===== src/core/tnc_regs.svh =====
// Trap and nesting control block: offsets, bit positions, reset values.
// Assumes a 32-bit Avalon-MM slave with byte addresses decoded on all four address bits.
`ifndef TNC_REGS_SVH
`define TNC_REGS_SVH

// Byte offsets of the registers
`define TNC_OFF_CTRL 4'h0
`define TNC_OFF_EVT 4'h4
`define TNC_OFF_MASK 4'h8
`define TNC_OFF_PREEMPT 4'hC

// Bit positions inside the trap and nesting control register
`define TNC_B_NEST_DIS 15
`define TNC_B_OVA 14
`define TNC_B_OVB 13
`define TNC_B_COVA 12
`define TNC_B_COVB 11
`define TNC_B_OVA_TE 10
`define TNC_B_OVB_TE 9
`define TNC_B_COV_TE 8
`define TNC_B_SHIFT 7
`define TNC_B_DIV0 6
`define TNC_B_DMAC 5
`define TNC_B_MATH 4
`define TNC_B_ADDR 3
`define TNC_B_STACK 2
`define TNC_B_OSC 1

// Software-writable bits, all but the hardware-cleared divide bit and bit 0
`define TNC_WR_MASK 16'hFFBE
`define TNC_CTRL_RST 16'h0000
`define TNC_EVT_RST 8'h00
`define TNC_MASK_RST 8'h00

`endif


===== src/core/tnc_pkg.sv =====
// Types shared by the trap and nesting control block.
// Assumes the constants header is included where offsets are needed.
`default_nettype none

package tnc_pkg;
  // Trap causes reported by the arithmetic, DMA and system units
  typedef enum logic [3:0] {
    TNC_C_NONE,
    TNC_C_OVA,
    TNC_C_OVB,
    TNC_C_COVA,
    TNC_C_COVB,
    TNC_C_SHIFT,
    TNC_C_DIV0,
    TNC_C_MATH,
    TNC_C_DMAC,
    TNC_C_ADDR,
    TNC_C_STACK,
    TNC_C_OSC
  } tnc_cause_t;

  // Bus slave phase
  typedef enum logic [0:0] {
    TNC_S_IDLE,
    TNC_S_DONE
  } tnc_bus_state_t;
endpackage : tnc_pkg

`default_nettype wire


===== src/core/tnc_event_sync.sv =====
// Sticky event register with mask and level interrupt output.
// Assumes event pulses are synchronous to clk_i.
`default_nettype none

module tnc_event_sync #(
  parameter int WIDTH = 8
) (
  // Clock and reset
  input wire logic clk_i,
  input wire logic nrst_i,
  // Events and software access
  input wire logic [WIDTH-1:0] evt_i,
  input wire logic [WIDTH-1:0] clr_i,
  input wire logic mask_we_i,
  input wire logic [WIDTH-1:0] mask_i,
  // State out
  output logic [WIDTH-1:0] stat_o,
  output logic [WIDTH-1:0] mask_o,
  output logic irq_o
);
  // Elaboration check: clear and mask paths are sized for at most one bus word
  if (WIDTH < 1 || WIDTH > 32) begin : g_width_bad
    $error("tnc_event_sync: WIDTH out of range");
  end

  typedef struct packed {
    logic [WIDTH-1:0] stat;
    logic [WIDTH-1:0] mask;
  } tnc_evt_state_t;

  tnc_evt_state_t st_reg, st_next;

  // Per bit: a new event wins over a clear in the same cycle
  always_comb begin
    st_next = st_reg;
    for (int i = 0; i < WIDTH; i++) begin
      st_next.stat[i] = evt_i[i] | (st_reg.stat[i] & ~clr_i[i]);
    end
    if (mask_we_i) begin
      st_next.mask = mask_i;
    end
  end

  // State register
  always_ff @(posedge clk_i or negedge nrst_i) begin
    if (!nrst_i) begin
      st_reg <= '0;
    end else begin
      st_reg <= st_next;
    end
  end

  assign stat_o = st_reg.stat;
  assign mask_o = st_reg.mask;
  assign irq_o = |(st_reg.stat & st_reg.mask);
endmodule // tnc_event_sync

`default_nettype wire


===== src/core/tnc_trap_ctrl.sv =====
// Trap status and nesting control register with Avalon-MM slave access.
// Assumes trap causes arrive as one-cycle pulses synchronous to clk_i,
// and that the core's arithmetic units report raw overflow conditions.
`default_nettype none
`include "tnc_regs.svh"

module tnc_trap_ctrl (
  // Clock and reset
  input wire logic clk_i,
  input wire logic nrst_i,
  // Avalon-MM slave
  input wire logic [3:0] address,
  input wire logic read,
  input wire logic write,
  input wire logic [31:0] writedata,
  input wire logic [3:0] byteenable,
  output logic [31:0] readdata,
  output logic waitrequest,
  output logic [1:0] response,
  // Raw arithmetic conditions from the core
  input wire logic acc_a_ovf_i,
  input wire logic acc_b_ovf_i,
  input wire logic acc_a_cat_i,
  input wire logic acc_b_cat_i,
  // Other trap causes, one-cycle pulses
  input wire logic shift_err_i,
  input wire logic div0_err_i,
  input wire logic dmac_err_i,
  input wire logic addr_err_i,
  input wire logic stack_err_i,
  input wire logic osc_fail_i,
  // Hardware clear of the divide-by-zero status
  input wire logic div0_hw_clr_i,
  // Interrupt nesting with the core's interrupt controller
  input wire logic irq_active_i,
  input wire logic irq_request_i,
  output logic preempt_allow_o,
  output logic nesting_disable_o,
  // Trap request to the core and event interrupt
  output logic trap_o,
  output logic irq_o
);
  // Event index in the sticky status register
  localparam int EV_OVF = 0;
  localparam int EV_COV = 1;
  localparam int EV_MATH = 2;
  localparam int EV_DMAC = 3;
  localparam int EV_SYS = 4;
  localparam int EV_BLOCK = 5;
  localparam int EVN = 8;

  typedef struct packed {
    logic [15:0] ctrl;
    logic [31:0] rdata;
    logic [1:0] resp;
    tnc_pkg::tnc_bus_state_t bus;
    logic trap;
  } tnc_state_t;

  tnc_state_t st_reg, st_next;

  logic ova_trap, ovb_trap, cova_trap, covb_trap, math_trap, any_trap;
  logic sel_ctrl, sel_evt, sel_mask, sel_pre, mapped;
  logic wr_go, rd_go;
  logic [15:0] sw_val, hw_set;
  logic [EVN-1:0] evt, evt_clr, evt_stat, evt_mask;
  logic nest_block;

  // Trap qualification: overflow and catastrophic causes gated by their enable bits, the others pass ungated
  assign ova_trap = acc_a_ovf_i & st_reg.ctrl[`TNC_B_OVA_TE];
  assign ovb_trap = acc_b_ovf_i & st_reg.ctrl[`TNC_B_OVB_TE];
  assign cova_trap = acc_a_cat_i & st_reg.ctrl[`TNC_B_COV_TE];
  assign covb_trap = acc_b_cat_i & st_reg.ctrl[`TNC_B_COV_TE];
  assign math_trap = shift_err_i | div0_err_i;
  assign any_trap = ova_trap | ovb_trap | cova_trap | covb_trap | math_trap
                    | dmac_err_i | addr_err_i | stack_err_i | osc_fail_i;

  // Flags set by the cause of each trap taken
  always_comb begin
    hw_set = 16'h0000;
    hw_set[`TNC_B_OVA] = ova_trap;
    hw_set[`TNC_B_OVB] = ovb_trap;
    hw_set[`TNC_B_COVA] = cova_trap;
    hw_set[`TNC_B_COVB] = covb_trap;
    hw_set[`TNC_B_SHIFT] = shift_err_i;
    hw_set[`TNC_B_DIV0] = div0_err_i;
    hw_set[`TNC_B_DMAC] = dmac_err_i;
    hw_set[`TNC_B_MATH] = math_trap;
    hw_set[`TNC_B_ADDR] = addr_err_i;
    hw_set[`TNC_B_STACK] = stack_err_i;
    hw_set[`TNC_B_OSC] = osc_fail_i;
  end

  // Nesting: a request may preempt only while nesting is enabled
  assign nesting_disable_o = st_reg.ctrl[`TNC_B_NEST_DIS];
  assign preempt_allow_o = ~st_reg.ctrl[`TNC_B_NEST_DIS];
  assign nest_block = irq_active_i & irq_request_i & st_reg.ctrl[`TNC_B_NEST_DIS];

  // Address decode
  always_comb begin
    sel_ctrl = 1'b0;
    sel_evt = 1'b0;
    sel_mask = 1'b0;
    sel_pre = 1'b0;
    if (address == `TNC_OFF_CTRL) begin
      sel_ctrl = 1'b1;
    end else if (address == `TNC_OFF_EVT) begin
      sel_evt = 1'b1;
    end else if (address == `TNC_OFF_MASK) begin
      sel_mask = 1'b1;
    end else if (address == `TNC_OFF_PREEMPT) begin
      sel_pre = 1'b1;
    end
  end
  assign mapped = sel_ctrl | sel_evt | sel_mask | sel_pre;

  // One-cycle wait: request taken in idle, answered in done phase
  assign wr_go = write & (st_reg.bus == tnc_pkg::TNC_S_IDLE);
  assign rd_go = read & ~write & (st_reg.bus == tnc_pkg::TNC_S_IDLE);
  assign waitrequest = (read | write) & (st_reg.bus == tnc_pkg::TNC_S_IDLE);

  // Byte lanes 0 and 1 merge for the control register
  always_comb begin
    sw_val = st_reg.ctrl;
    if (byteenable[0]) begin
      sw_val[7:0] = writedata[7:0];
    end
    if (byteenable[1]) begin
      sw_val[15:8] = writedata[15:8];
    end
  end

  // Event sources: overflow, catastrophic, math, DMA, system, blocked preempt
  always_comb begin
    evt = '0;
    evt[EV_OVF] = ova_trap | ovb_trap;
    evt[EV_COV] = cova_trap | covb_trap;
    evt[EV_MATH] = math_trap;
    evt[EV_DMAC] = dmac_err_i;
    evt[EV_SYS] = addr_err_i | stack_err_i | osc_fail_i;
    evt[EV_BLOCK] = nest_block;
    evt_clr = '0;
    if (wr_go && sel_evt && byteenable[0]) begin
      evt_clr = writedata[EVN-1:0];
    end
  end

  tnc_event_sync #(
    .WIDTH(EVN)
  ) u_evt (
    .clk_i(clk_i),
    .nrst_i(nrst_i),
    .evt_i(evt),
    .clr_i(evt_clr),
    .mask_we_i(wr_go & sel_mask & byteenable[0]),
    .mask_i(writedata[EVN-1:0]),
    .stat_o(evt_stat),
    .mask_o(evt_mask),
    .irq_o(irq_o)
  );

  // Register and bus next state
  always_comb begin
    st_next = st_reg;
    st_next.trap = any_trap;
    // Software write: writable bits take the new value, flags may be written to zero
    if (wr_go && sel_ctrl) begin
      st_next.ctrl = (sw_val & `TNC_WR_MASK) | (st_reg.ctrl & ~`TNC_WR_MASK);
    end
    // Hardware clear of the read-only divide status
    if (div0_hw_clr_i) begin
      st_next.ctrl[`TNC_B_DIV0] = 1'b0;
    end
    // Hardware set wins over software clear in the same cycle
    st_next.ctrl = st_next.ctrl | hw_set;
    st_next.ctrl[0] = 1'b0;
    case (st_reg.bus)
      tnc_pkg::TNC_S_IDLE: begin
        if (wr_go || rd_go) begin
          st_next.bus = tnc_pkg::TNC_S_DONE;
          st_next.resp = mapped ? 2'h0 : 2'h2;
          st_next.rdata = 32'h0000_0000;
          if (rd_go) begin
            if (sel_ctrl) begin
              st_next.rdata = {16'h0000, st_reg.ctrl};
            end else if (sel_evt) begin
              st_next.rdata = {24'h00_0000, evt_stat};
            end else if (sel_mask) begin
              st_next.rdata = {24'h00_0000, evt_mask};
            end else if (sel_pre) begin
              st_next.rdata = {30'h0000_0000, irq_active_i, preempt_allow_o};
            end
          end
        end
      end
      tnc_pkg::TNC_S_DONE: begin
        st_next.bus = tnc_pkg::TNC_S_IDLE;
      end
      default: begin
        st_next.bus = tnc_pkg::TNC_S_IDLE;
      end
    endcase
  end

  // State register; all control bits clear on reset
  always_ff @(posedge clk_i or negedge nrst_i) begin
    if (!nrst_i) begin
      st_reg <= '{ctrl: `TNC_CTRL_RST, rdata: 32'h0000_0000, resp: 2'h0,
                  bus: tnc_pkg::TNC_S_IDLE, trap: 1'b0};
    end else begin
      st_reg <= st_next;
    end
  end

  assign readdata = st_reg.rdata;
  assign response = st_reg.resp;
  assign trap_o = st_reg.trap;
endmodule // tnc_trap_ctrl

`default_nettype wire


===== config.mk =====
export PLATFORM = sky130hd
export DESIGN_NAME = tnc_trap_ctrl
export DESIGN_NICKNAME = d
export VERILOG_FILES = /design/src/core/tnc_pkg.sv /design/src/core/tnc_event_sync.sv /design/src/core/tnc_trap_ctrl.sv
export VERILOG_INCLUDE_DIRS = /design/src /design/src/core
export SDC_FILE = /design/constraint.sdc
export NUM_CORES = 1
export LEC_CHECK = 0
export BUFFER_PORTS_ARGS = -buffer_cell sky130_fd_sc_hd__buf_2
export CORE_MARGIN = 8
export CORE_UTILIZATION = 35
export DETAILED_ROUTE_END_ITERATION = 10
export HOLD_SLACK_MARGIN = 0.02
export SLEW_MARGIN = 25
export SYNTH_ARGS = -nofsm -noshare
export SYNTH_HDL_FRONTEND = slang
export SYNTH_SLANG_ARGS = --single-unit

===== constraint.sdc =====
create_clock -name clk_i -period 2 [get_ports clk_i]
set_input_delay 0.2 -clock clk_i [delete_from_list [all_inputs] [get_ports clk_i]]
set_output_delay 0.2 -clock clk_i [all_outputs]
set_load 0.02 [all_outputs]

==> summary.md, run 1 <==
| Metric | Value |
|---|---|
| Status | `finished, final reports clean` |
| Total global routing track utilization | `12.8%` |
| Starting Density | `35.6%` |
| Number of global-route vias before repair | `2025` |
| Worst slew pin tran | `between 500 and 600 ps` |
| Worst path cell trace | `buf_4, or2_2, inv_1, buf_2` |
| Crit-path max cell delay | `between 400 and 500 ps` |
| First-pass GRT wire length | `10.3 mm` |
| Max Slew Vio Count | `0` |
| Gr ovfl total | `0` |
| H-tree level count | `2` |
| Syn Area/Cell | `9.97 µm²` |
| Slowest cell on the critical path | `or2_2` |
| Via count | `between 1500 and 2000` |
| Worst-Skew Late Latency | `about 310 ps` |
| DR WL/cell | `15.2 µm` |
| Row count | `31` |
| Reg-to-Reg Start | `st_reg[1]` |
| Nets | `361` |
| FMAX | `about 0.57 GHz` |
| Power per cell area | `809 nW/µm²` |
| Worst R2R End | `u_evt.mask_o[5]` |
| Chip height | `101 µm` |
| Post-CTS Setup Inserts | `0` |
| Final core utilization | `between 40% and 50%` |
| Detail Placement HPWL | `4.90 mm` |
| Worst r2r path cells | `4` |
| Worst-path clk slew | `90 ps` |
| Final worst path period need | `around 1800 ps` |
| Fin Hold WS | `between 80 and 90 ps` |
| Hold depth | `3` |
| Min-Delay Startpoint | `writedata[9]` |
| CTS tree | `built` |
| Drt initial violations | `around 120` |
| Routed Antenna Nets | `0` |
| FF+latch count, synth | `50` |
| EDFF count, synth | `0` |
| Layout Skew | `between 5 and 6 ps` |
| Worst Hold End | `st_reg[45]` |
| Area Overhead vs Synth | `16.5%` |
| Largest register FFs | `16` |
| Commonest cells after routing, fill and taps aside | `buf_2 (60), dfrtp_1 (50), nand2_1 (26)` |
| Die X | `101 µm` |
| WS Path Type | `register to output pin` |
| Worst path bufs/invs | `3` |
| Final wirelength | `6.16 mm` |
| Vias per cell | `4.71` |
| Required time worst endpoint | `1800 ps` |
| Max Cap Viol | `0` |
| Clock root buffer | `clkbuf_8` |
| Largest net degree at the start of global routing | `25` |
| Reg2Reg Setup Slack | `340 ps` |
| Ys async rst share | `100%` |
| Crit share post-route | `between 80% and 90%` |
| Clk buf depth | `2` |
| Core Area | `between 7000 and 8000 µm²` |
| Syn Std Cell Area | `2520 µm²` |
| Pre-antenna DRT Iters | `4` |
| # diodes | `0` |
| Clock sinks | `50` |
| Endpoint class of the critical path | `output pin` |
| Die area | `10200 µm²` |
| Delay-heaviest family, CP | `buffers and inverters` |
| DRC viols | `0` |
| PortBufs | `60` |
| Seq/Total Area, Yosys | `49.6%` |
| Peak supply drop | `0.286 mV` |
| Total CTS buffers | `5` |
| Hold WC Path Type | `input port to register` |
| RSZ-0062 raised after global routing | `no` |
| Slew HR | `64.5%` |
| Yosys warning total | `0` |
| Static leakage power | `approximately 1.4 nW` |
| Post-Syn Instances | `253` |
| Leading cell type in the layout, fill and taps excluded | `buf_2` |
| Io pins | `96` |
| Fin. Hold Viols | `0` |
| Startpoint Class | `register` |
| CP arrival | `1570 ps` |
| Overall power | `0.00238 W` |
| Fin Setup TNS | `0 ps` |
| Setup violations, final | `0` |
| Initial antenna violation count | `0` |
| Crit path max fanout | `19` |
| Fraction of layout cells with a size suffix above 1 | `30.5%` |
| Yosys cell types | `36` |
| Most common flop cell mapped by yosys | `dfrtp_1` |
| Routability Congestion | `0.832` |
power by group:
group | switching, W | total [W] | internal (W)
registers | 0.0000477 | 0.00112 | 0.00108
logic | 0.000251 | 0.000401 | 0.000151
clock network | 0.000349 | 0.000850 | 0.000501
Yosys cell counts (3+ instances only):
cell type,n,area (µm²)
nand2_1,26,97.6
dfrtp_1,50,1250
buf_4,36,270
nor3_1,7,35.0
a21o_1,3,22.5
a22oi_1,4,30.0
nor2_1,9,33.8
a21oi_1,19,95.1
mux2i_1,3,30.0
inv_1,17,63.8
o21ai_0,25,125
mux2_4,8,120
clkbuf_1,7,26.3
o41ai_1,8,70.1
worst max path at each step:
| stage | slack (ps) | cells after the start | startpoint | endpoint |
|---|---|---|---|---|
| floorplan | 400 | 4 | address[1] | u_evt.mask_o[0] |
| detailed placement | 210 | 6 | address[2] | st_reg[49] |
| finish | 230 | 4 | st_reg[1] | waitrequest |
| global placement | 230 | 6 | address[2] | st_reg[50] |
| global route | 140 | 4 | st_reg[1] | waitrequest |
| CTS | 230 | 4 | st_reg[1] | waitrequest |
worst min-delay path, stage by stage:
cell     delay (ps)
buf_2            70
nand2_1          30
o21ai_0          60
cells by family (layout without fill, tap and decap cells):
logic type	Yosys count	after routing	share of synthesized area, %
AO/OA/AOI/OAI	72	72	18.2
buffers and inverters	63	99	14.8
flip-flops	50	50	49.6
multiplexers	11	11	5.95
other	1	17	0.149
AND/OR/NAND/NOR	56	56	11.3
per-stage QoR:
step           worst slack [ps]  std cells  cell area, µm²
6_report                    233        404            2940
5_1_grt                     141        404            2940
3_5_place_dp                206        395            2790
3_3_place_gp                232        395            2790
4_1_cts                     229        404            2940
2_1_floorplan               402        269            2580
routing by layer:
layer / vias up / part of all wire, % / track usage (%)
met5: - / 0 / 0
met4: 0 / 1.3 / 4.81
met3: 4 / 6.6 / 3.18
met2: 62 / 48 / 20.8
met1: 895 / 44 / 16.0
li1: 943 / - / -
repair_timing:
| action | 4_1_cts | 5_1_grt |
|---|---|---|
| endpoints found under the hold margin | 22 | 0 |
| gates resized for setup | 0 | 0 |
| hold buffers | 1 | 0 |
final cells by class:
type,count,area [µm²]
sequential,50,1250
multi-input combinational,156,958
inverter,18,67.6
timing repair buffer,73,400
fill,724,4160
tap,99,124
clock buffer,5,68.8
clock inverter,3,68.8
Power figures use the tool's default switching activity.
==> run 2: changes to the inputs <==
==> constraint.sdc (replaced) <==
create_clock -name clk_i -period 2 [get_ports clk_i]
set_input_delay 0.1 -clock clk_i [delete_from_list [all_inputs] [get_ports clk_i]]
set_output_delay 0.1 -clock clk_i [all_outputs]
set_load 0.02 [all_outputs]
==> run 2 against run 1 <==
Setup slack improved by 87 ps. Clock power shrank 19%. Register-to-register slack lost 20 ps. Maximum frequency up 5.2%. Via count unchanged. Die area unchanged. Critical path depth did not move. Non-clock buffer count rose by 6. Wire length fell by 1.7%. First-iteration DRC count decreased by 29%. Hold slack worse by 55 ps. Sequential power barely moved.
==> summary.md, run 2 (same netlist as run 1, synthesis figures left out) <==
| Metric | Value |
|---|---|
| Largest register FFs | `16 (unchanged)` |
| Final worst path period need | `1680 ps (was 1770 ps)` |
| DRC viols | `0 (unchanged)` |
| Core Area | `7100 µm² (unchanged)` |
| Drt initial violations | `83 (was 117)` |
| Vias per cell | `4.64 (was 4.71)` |
| Crit share post-route | `84.0% (was 88.4%)` |
| Clk buf depth | `2 (unchanged)` |
| Clock sinks | `50 (unchanged)` |
| Hold depth | `3 (unchanged)` |
| Power per cell area | `746 nW/µm² (was 809 nW/µm²)` |
| Detail Placement HPWL | `4.73 mm (was 4.90 mm)` |
| Pre-antenna DRT Iters | `4 (unchanged)` |
| Area Overhead vs Synth | `17.7% (was 16.5%)` |
| Max Slew Vio Count | `0 (unchanged)` |
| Routability Congestion | `0.830 (was 0.832)` |
| Final wirelength | `6.05 mm (was 6.16 mm)` |
| First-pass GRT wire length | `9.85 mm (was 10.3 mm)` |
| Filler instances | `748 (was 724)` |
| Nets | `367 (was 361)` |
| FMAX | `0.595 GHz (was 0.566 GHz)` |
| RSZ-0062 raised after global routing | `no (unchanged)` |
| Startpoint Class | `register (unchanged)` |
| Peak supply drop | `0.449 mV (was 0.286 mV)` |
| Gr ovfl total | `0 (unchanged)` |
| Clock root buffer | `clkbuf_8 (unchanged)` |
| Worst r2r path cells | `4 (unchanged)` |
| Final core utilization | `41.8% (was 41.4%)` |
| Row count | `31 (unchanged)` |
| Endpoint class of the critical path | `register (was output pin)` |
| Overall power | `0.00222 W (was 0.00238 W)` |
| DR WL/cell | `14.8 µm (was 15.2 µm)` |
| Die X | `101 µm (unchanged)` |
| Die area | `10200 µm² (unchanged)` |
| Setup violations, final | `0 (unchanged)` |
| Number of global-route vias before repair | `1986 (was 2025)` |
| Crit path max fanout | `8 (was 19)` |
| Fraction of layout cells with a size suffix above 1 | `29.9% (was 30.5%)` |
| H-tree level count | `2 (unchanged)` |
| Starting Density | `35.6% (unchanged)` |
| PortBufs | `60 (unchanged)` |
| WS Path Type | `register to register (was register to output pin)` |
| CP arrival | `1870 ps (was 1570 ps)` |
| Pre-CTS setup slack | `297 ps (was 206 ps)` |
| Worst slew pin tran | `623 ps (was 533 ps)` |
| Total CTS buffers | `5 (unchanged)` |
| Hold WC Path Type | `input port to register (unchanged)` |
| Total global routing track utilization | `12.2% (was 12.8%)` |
| Max Cap Viol | `0 (unchanged)` |
| Post-route worst setup slack | `320 ps (was 233 ps)` |
| Fin. Hold Viols | `0 (unchanged)` |
| Chip height | `101 µm (unchanged)` |
| # diodes | `0 (unchanged)` |
| Worst-path clk slew | `90 ps (about the same)` |
| Via count | `1904 (unchanged)` |
| Static leakage power | `1.42 nW (was 1.41 nW)` |
| Initial antenna violation count | `0 (unchanged)` |
| Io pins | `96 (unchanged)` |
| Routed Antenna Nets | `0 (unchanged)` |
| Required time worst endpoint | `2190 ps (was 1800 ps)` |
| Slew HR | `58.5% (was 64.5%)` |
| Worst-Skew Late Latency | `300 ps (was 310 ps)` |
| Layout Skew | `5.31 ps (was 5.57 ps)` |
| Largest net degree at the start of global routing | `51 (was 25)` |
| Commonest cells after routing, fill and taps aside | `buf_2 (60), dfrtp_1 (50), nand2_1 (26) (unchanged)` |
| Leading cell type in the layout, fill and taps excluded | `buf_2 (unchanged)` |
| Fin Setup TNS | `0 ps (unchanged)` |
| CTS tree | `built (unchanged)` |
| Status | `finished, final reports clean (unchanged)` |
==> run 2: cell count changes in the layout (fill, tap and decap cells not counted) <==
cell / before / now
bufinv_16: 2 / 1
dlygate4sd3_1: 1 / 7
clkinv_4: 1 / 0
clkinv_2: 0 / 2
==> run 2: per-layer routing <==
| metal | vias up | share of wire, % | global-route usage (%) |
|---|---|---|---|
| met2 | 55 | 48 | 19.6 |
| li1 | 944 | - | - |
| met1 | 900 | 44 | 15.8 |
| met5 | - | 0 | 0 |
| met3 | 5 | 7.2 | 2.97 |
| met4 | 0 | 1.1 | 3.44 |
==> run 2: what timing repair did <==
item | 4_1_cts | 5_1_grt
endpoints found under the hold margin | 56 | 0
buffers inserted | 0 | 0
hold buffers | 7 | 0
resized for setup | 0 | 0
==> run 2: final timing paths <==
kind	startpoint	slack, ps	end
setup / recovery	st_reg[1]	320	u_evt.mask_o[5]
hold / removal	writedata[14]	30	st_reg[50]
setup reg to reg	st_reg[1]	320	u_evt.mask_o[5]
hold reg to reg	readdata[5]	480	readdata[5]
max in group asynchronous	nrst_i	1150	u_evt.mask_o[6]
min in group asynchronous	nrst_i	440	st_reg[45]
==> run 2: power by group <==
part           internal [W]  switching, W
sequential          0.00108     0.0000473
clock              0.000368      0.000318
combinational      0.000157      0.000249
==> run 2: layout make-up <==
cell class	count	area [µm²]	area share (%)
inverter	18	67.6	2.27
clock buffer	5	68.8	2.32
clock inverter	3	40.0	1.35
multi-input combinational	156	958	32.3
timing repair buffer	79	460	15.5
tap	99	124	4.17
sequential	50	1250	42.1
==> run 2: per-stage QoR <==
stage                     std cells  cell area (µm²)  hold slack, ps
after floorplan                 269             2580            -196
after global placement          395             2790             246
after detailed placement        395             2790             247
after CTS                       410             2970            24.2
after global routing            410             2970            37.0
final                           410             2970            34.5
==> run 2: critical path, stage by stage (launching register included) <==
cell	delay, ps
dfrtp_1	380
nand3b_1	250
or4_1	430
buf_4	210
mux2_4	300
==> run 3: changes to the inputs <==
- clock period: 2 -> 1.5 ns (I/O delays scaled with it)
==> run 3 against run 2 <==
The flow now finishes with violations (negative setup slack). Cell count is 4.6% higher. Clock-buffer cell count is 2 higher. Utilization is 2.5 points higher. Non-clock buffer count is 19 higher. Die area stayed put. Cell area is 6.0% higher. Maximum frequency is 3.4% higher. Wire length is 3.8% higher. Global-route usage is 0.18 points higher. First-iteration DRC count is 7.2% lower. Critical path type unchanged. Critical endpoint is now u_evt.mask_o[3]. Largest power group unchanged.
==> summary.md, run 3 (same netlist as run 1, synthesis figures left out) <==
| Metric | Value |
|---|---|
| Final worst path period need | `1630 ps (was 1680 ps)` |
| Final core utilization | `44.4% (was 41.8%)` |
| H-tree level count | `2 (unchanged)` |
| Final std cells w/o fill | `429 (was 410)` |
| # diodes | `0 (unchanged)` |
| Delay-heaviest family, CP | `simple AND/OR/NAND/NOR gates (unchanged)` |
| RSZ-0062 raised after global routing | `yes (was no)` |
| Peak supply drop | `0.336 mV (was 0.449 mV)` |
| Largest register FFs | `16 (unchanged)` |
| Clock root buffer | `clkbuf_8 (unchanged)` |
| Starting Density | `35.6% (unchanged)` |
| Chip height | `101 µm (unchanged)` |
| Pre-antenna DRT Iters | `4 (unchanged)` |
| Routability Congestion | `0.870 (was 0.830)` |
| Io pins | `96 (unchanged)` |
| Clk buf depth | `2 (unchanged)` |
| Row count | `31 (unchanged)` |
| Max Cap Viol | `0 (unchanged)` |
| Placed Cells | `401 (was 395)` |
| Drt initial violations | `77 (was 83)` |
| Die area | `10200 µm² (unchanged)` |
| PortBufs | `60 (unchanged)` |
| Nets | `386 (was 367)` |
| CP arrival | `1820 ps (was 1870 ps)` |
| Worst-path clk slew | `90 ps (about the same)` |
| Worst path bufs/invs | `1 (unchanged)` |
| Max Slew Vio Count | `0 (unchanged)` |
| Vias per cell | `4.66 (was 4.64)` |
| Crit path max fanout | `8 (unchanged)` |
| Power per cell area | `915 nW/µm² (was 746 nW/µm²)` |
| Fin. Hold Viols | `0 (unchanged)` |
| Worst path cell trace | `nand3b_1, or4_1, buf_6, mux2_4 (was nand3b_1, or4_1, buf_4, mux2_4)` |
| Via count | `1997 (was 1904)` |
| Initial antenna violation count | `0 (unchanged)` |
| Leading cell type in the layout, fill and taps excluded | `buf_2 (unchanged)` |
| Commonest cells after routing, fill and taps aside | `buf_2 (59), dfrtp_1 (50), o21ai_0 (25) (was buf_2 (60), dfrtp_1 (50), nand2_1 (26))` |
| Core Area | `7100 µm² (unchanged)` |
| Number of global-route vias before repair | `2036 (was 1986)` |
| Area taken by multi-input logic gates | `966 µm² (was 958 µm²)` |
| Final wirelength | `6.29 mm (was 6.05 mm)` |
| Slowest cell on the critical path | `or4_1 (unchanged)` |
| Status | `finished, violations left (was finished, final reports clean)` |
| Filler instances | `712 (was 748)` |
| Setup violations, final | `12 (was 0)` |
| Crit share post-route | `108% (was 84.0%)` |
| Endpoint class of the critical path | `register (unchanged)` |
| Routed Antenna Nets | `0 (unchanged)` |
| Failing checks | `negative setup slack` |
| First-pass GRT wire length | `9.88 mm (was 9.85 mm)` |
| Startpoint Class | `register (unchanged)` |
| Fraction of layout cells with a size suffix above 1 | `30.9% (was 29.9%)` |
| Largest net degree at the start of global routing | `51 (unchanged)` |
| Required time worst endpoint | `1690 ps (was 2190 ps)` |
| FF/Latch Area | `1250 µm² (unchanged)` |
| Gr ovfl total | `0 (unchanged)` |
| Area Overhead vs Synth | `24.8% (was 17.7%)` |
| Crit-path max cell delay | `440 ps (was 430 ps)` |
| CTS tree | `built (unchanged)` |
| Total global routing track utilization | `12.4% (was 12.2%)` |
| Detail Placement HPWL | `4.78 mm (was 4.73 mm)` |
| Clock sinks | `50 (unchanged)` |
| FMAX | `0.615 GHz (was 0.595 GHz)` |
| Post-route worst setup slack | `-126 ps (was 320 ps)` |
| Static leakage power | `1.51 nW (was 1.42 nW)` |
| DR WL/cell | `14.7 µm (was 14.8 µm)` |
| Worst-Skew Late Latency | `300 ps (about the same)` |
| Hold WC Path Type | `input port to register (unchanged)` |
| Die X | `101 µm (unchanged)` |
| WS Path Type | `register to register (unchanged)` |
| DRC viols | `0 (unchanged)` |
| Layout Skew | `5.85 ps (was 5.31 ps)` |
| Total CTS buffers | `5 (unchanged)` |
run 3: power by group:
| group | internal, W | total (W) | leakage (nW) | switching [W] |
|---|---|---|---|---|
| logic | 0.000249 | 0.000589 | 0.879 | 0.000340 |
| registers | 0.00144 | 0.00150 | 0.582 | 0.0000639 |
| clock network | 0.000372 | 0.000793 | 0.0482 | 0.000421 |
| total | 0.00206 | 0.00288 | 1.51 | 0.000824 |
run 3: metrics by stage:
step                      setup WS (ps)  power [W]  cell area, µm²  TNS, ps  hold slack (ps)
after floorplan                   -58.7    0.00189            2590     -488             -221
after global placement             -144    0.00206            2850    -2200             83.3
after detailed placement           -143    0.00207            2850    -2010             90.1
after CTS                          -145    0.00291            3130    -1720             21.5
after global routing               -173    0.00304            3150    -2250             26.7
final                              -126    0.00288            3150    -1220             31.4
run 3: timing repair:
item / 4_1_cts / 5_1_grt
resized for setup: 3 / 3
setup endpoints to repair: 16 / 17
setup buffers: 0 / 2
hold buffers: 18 / 0
pin swaps: 7 / 4
hold endpoints to repair: 65 / 0
run 3: tightest hold or removal path: stages:
cell and delay [ps]:
buf_2 90, inv_1 40, a21o_1 100
run 3: path summary, 6_finish.rpt:
kind	start	end	slack [ps]	cells after the start
worst max-delay path	st_reg[1]	u_evt.mask_o[3]	-130	4
worst min-delay path	div0_hw_clr_i	st_reg[42]	30	3
worst max register to register	st_reg[1]	u_evt.mask_o[3]	-130	4
worst min register to register	readdata[6]	readdata[6]	480	2
max in group asynchronous	nrst_i	readdata[15]	960	3
min in group asynchronous	nrst_i	st_reg[44]	300	3
run 3: cell type report:
type                    count  share of cell area, %
flip-flops and latches     50                   39.7
multi-input cells         156                   30.7
repair buffers             98                   20.6
well taps                  99                   3.93
clock buffers               7                   2.74
inverters                  18                   2.15
clock inverters             1                  0.159
run 3: per-layer routing:
layer	vias up	wire [µm]	global-route usage, %
met1	957	2740	15.1
met5	-	0	0
met3	7	355	2.62
met2	51	3090	20.4
li1	982	-	-
met4	0	100	5.27
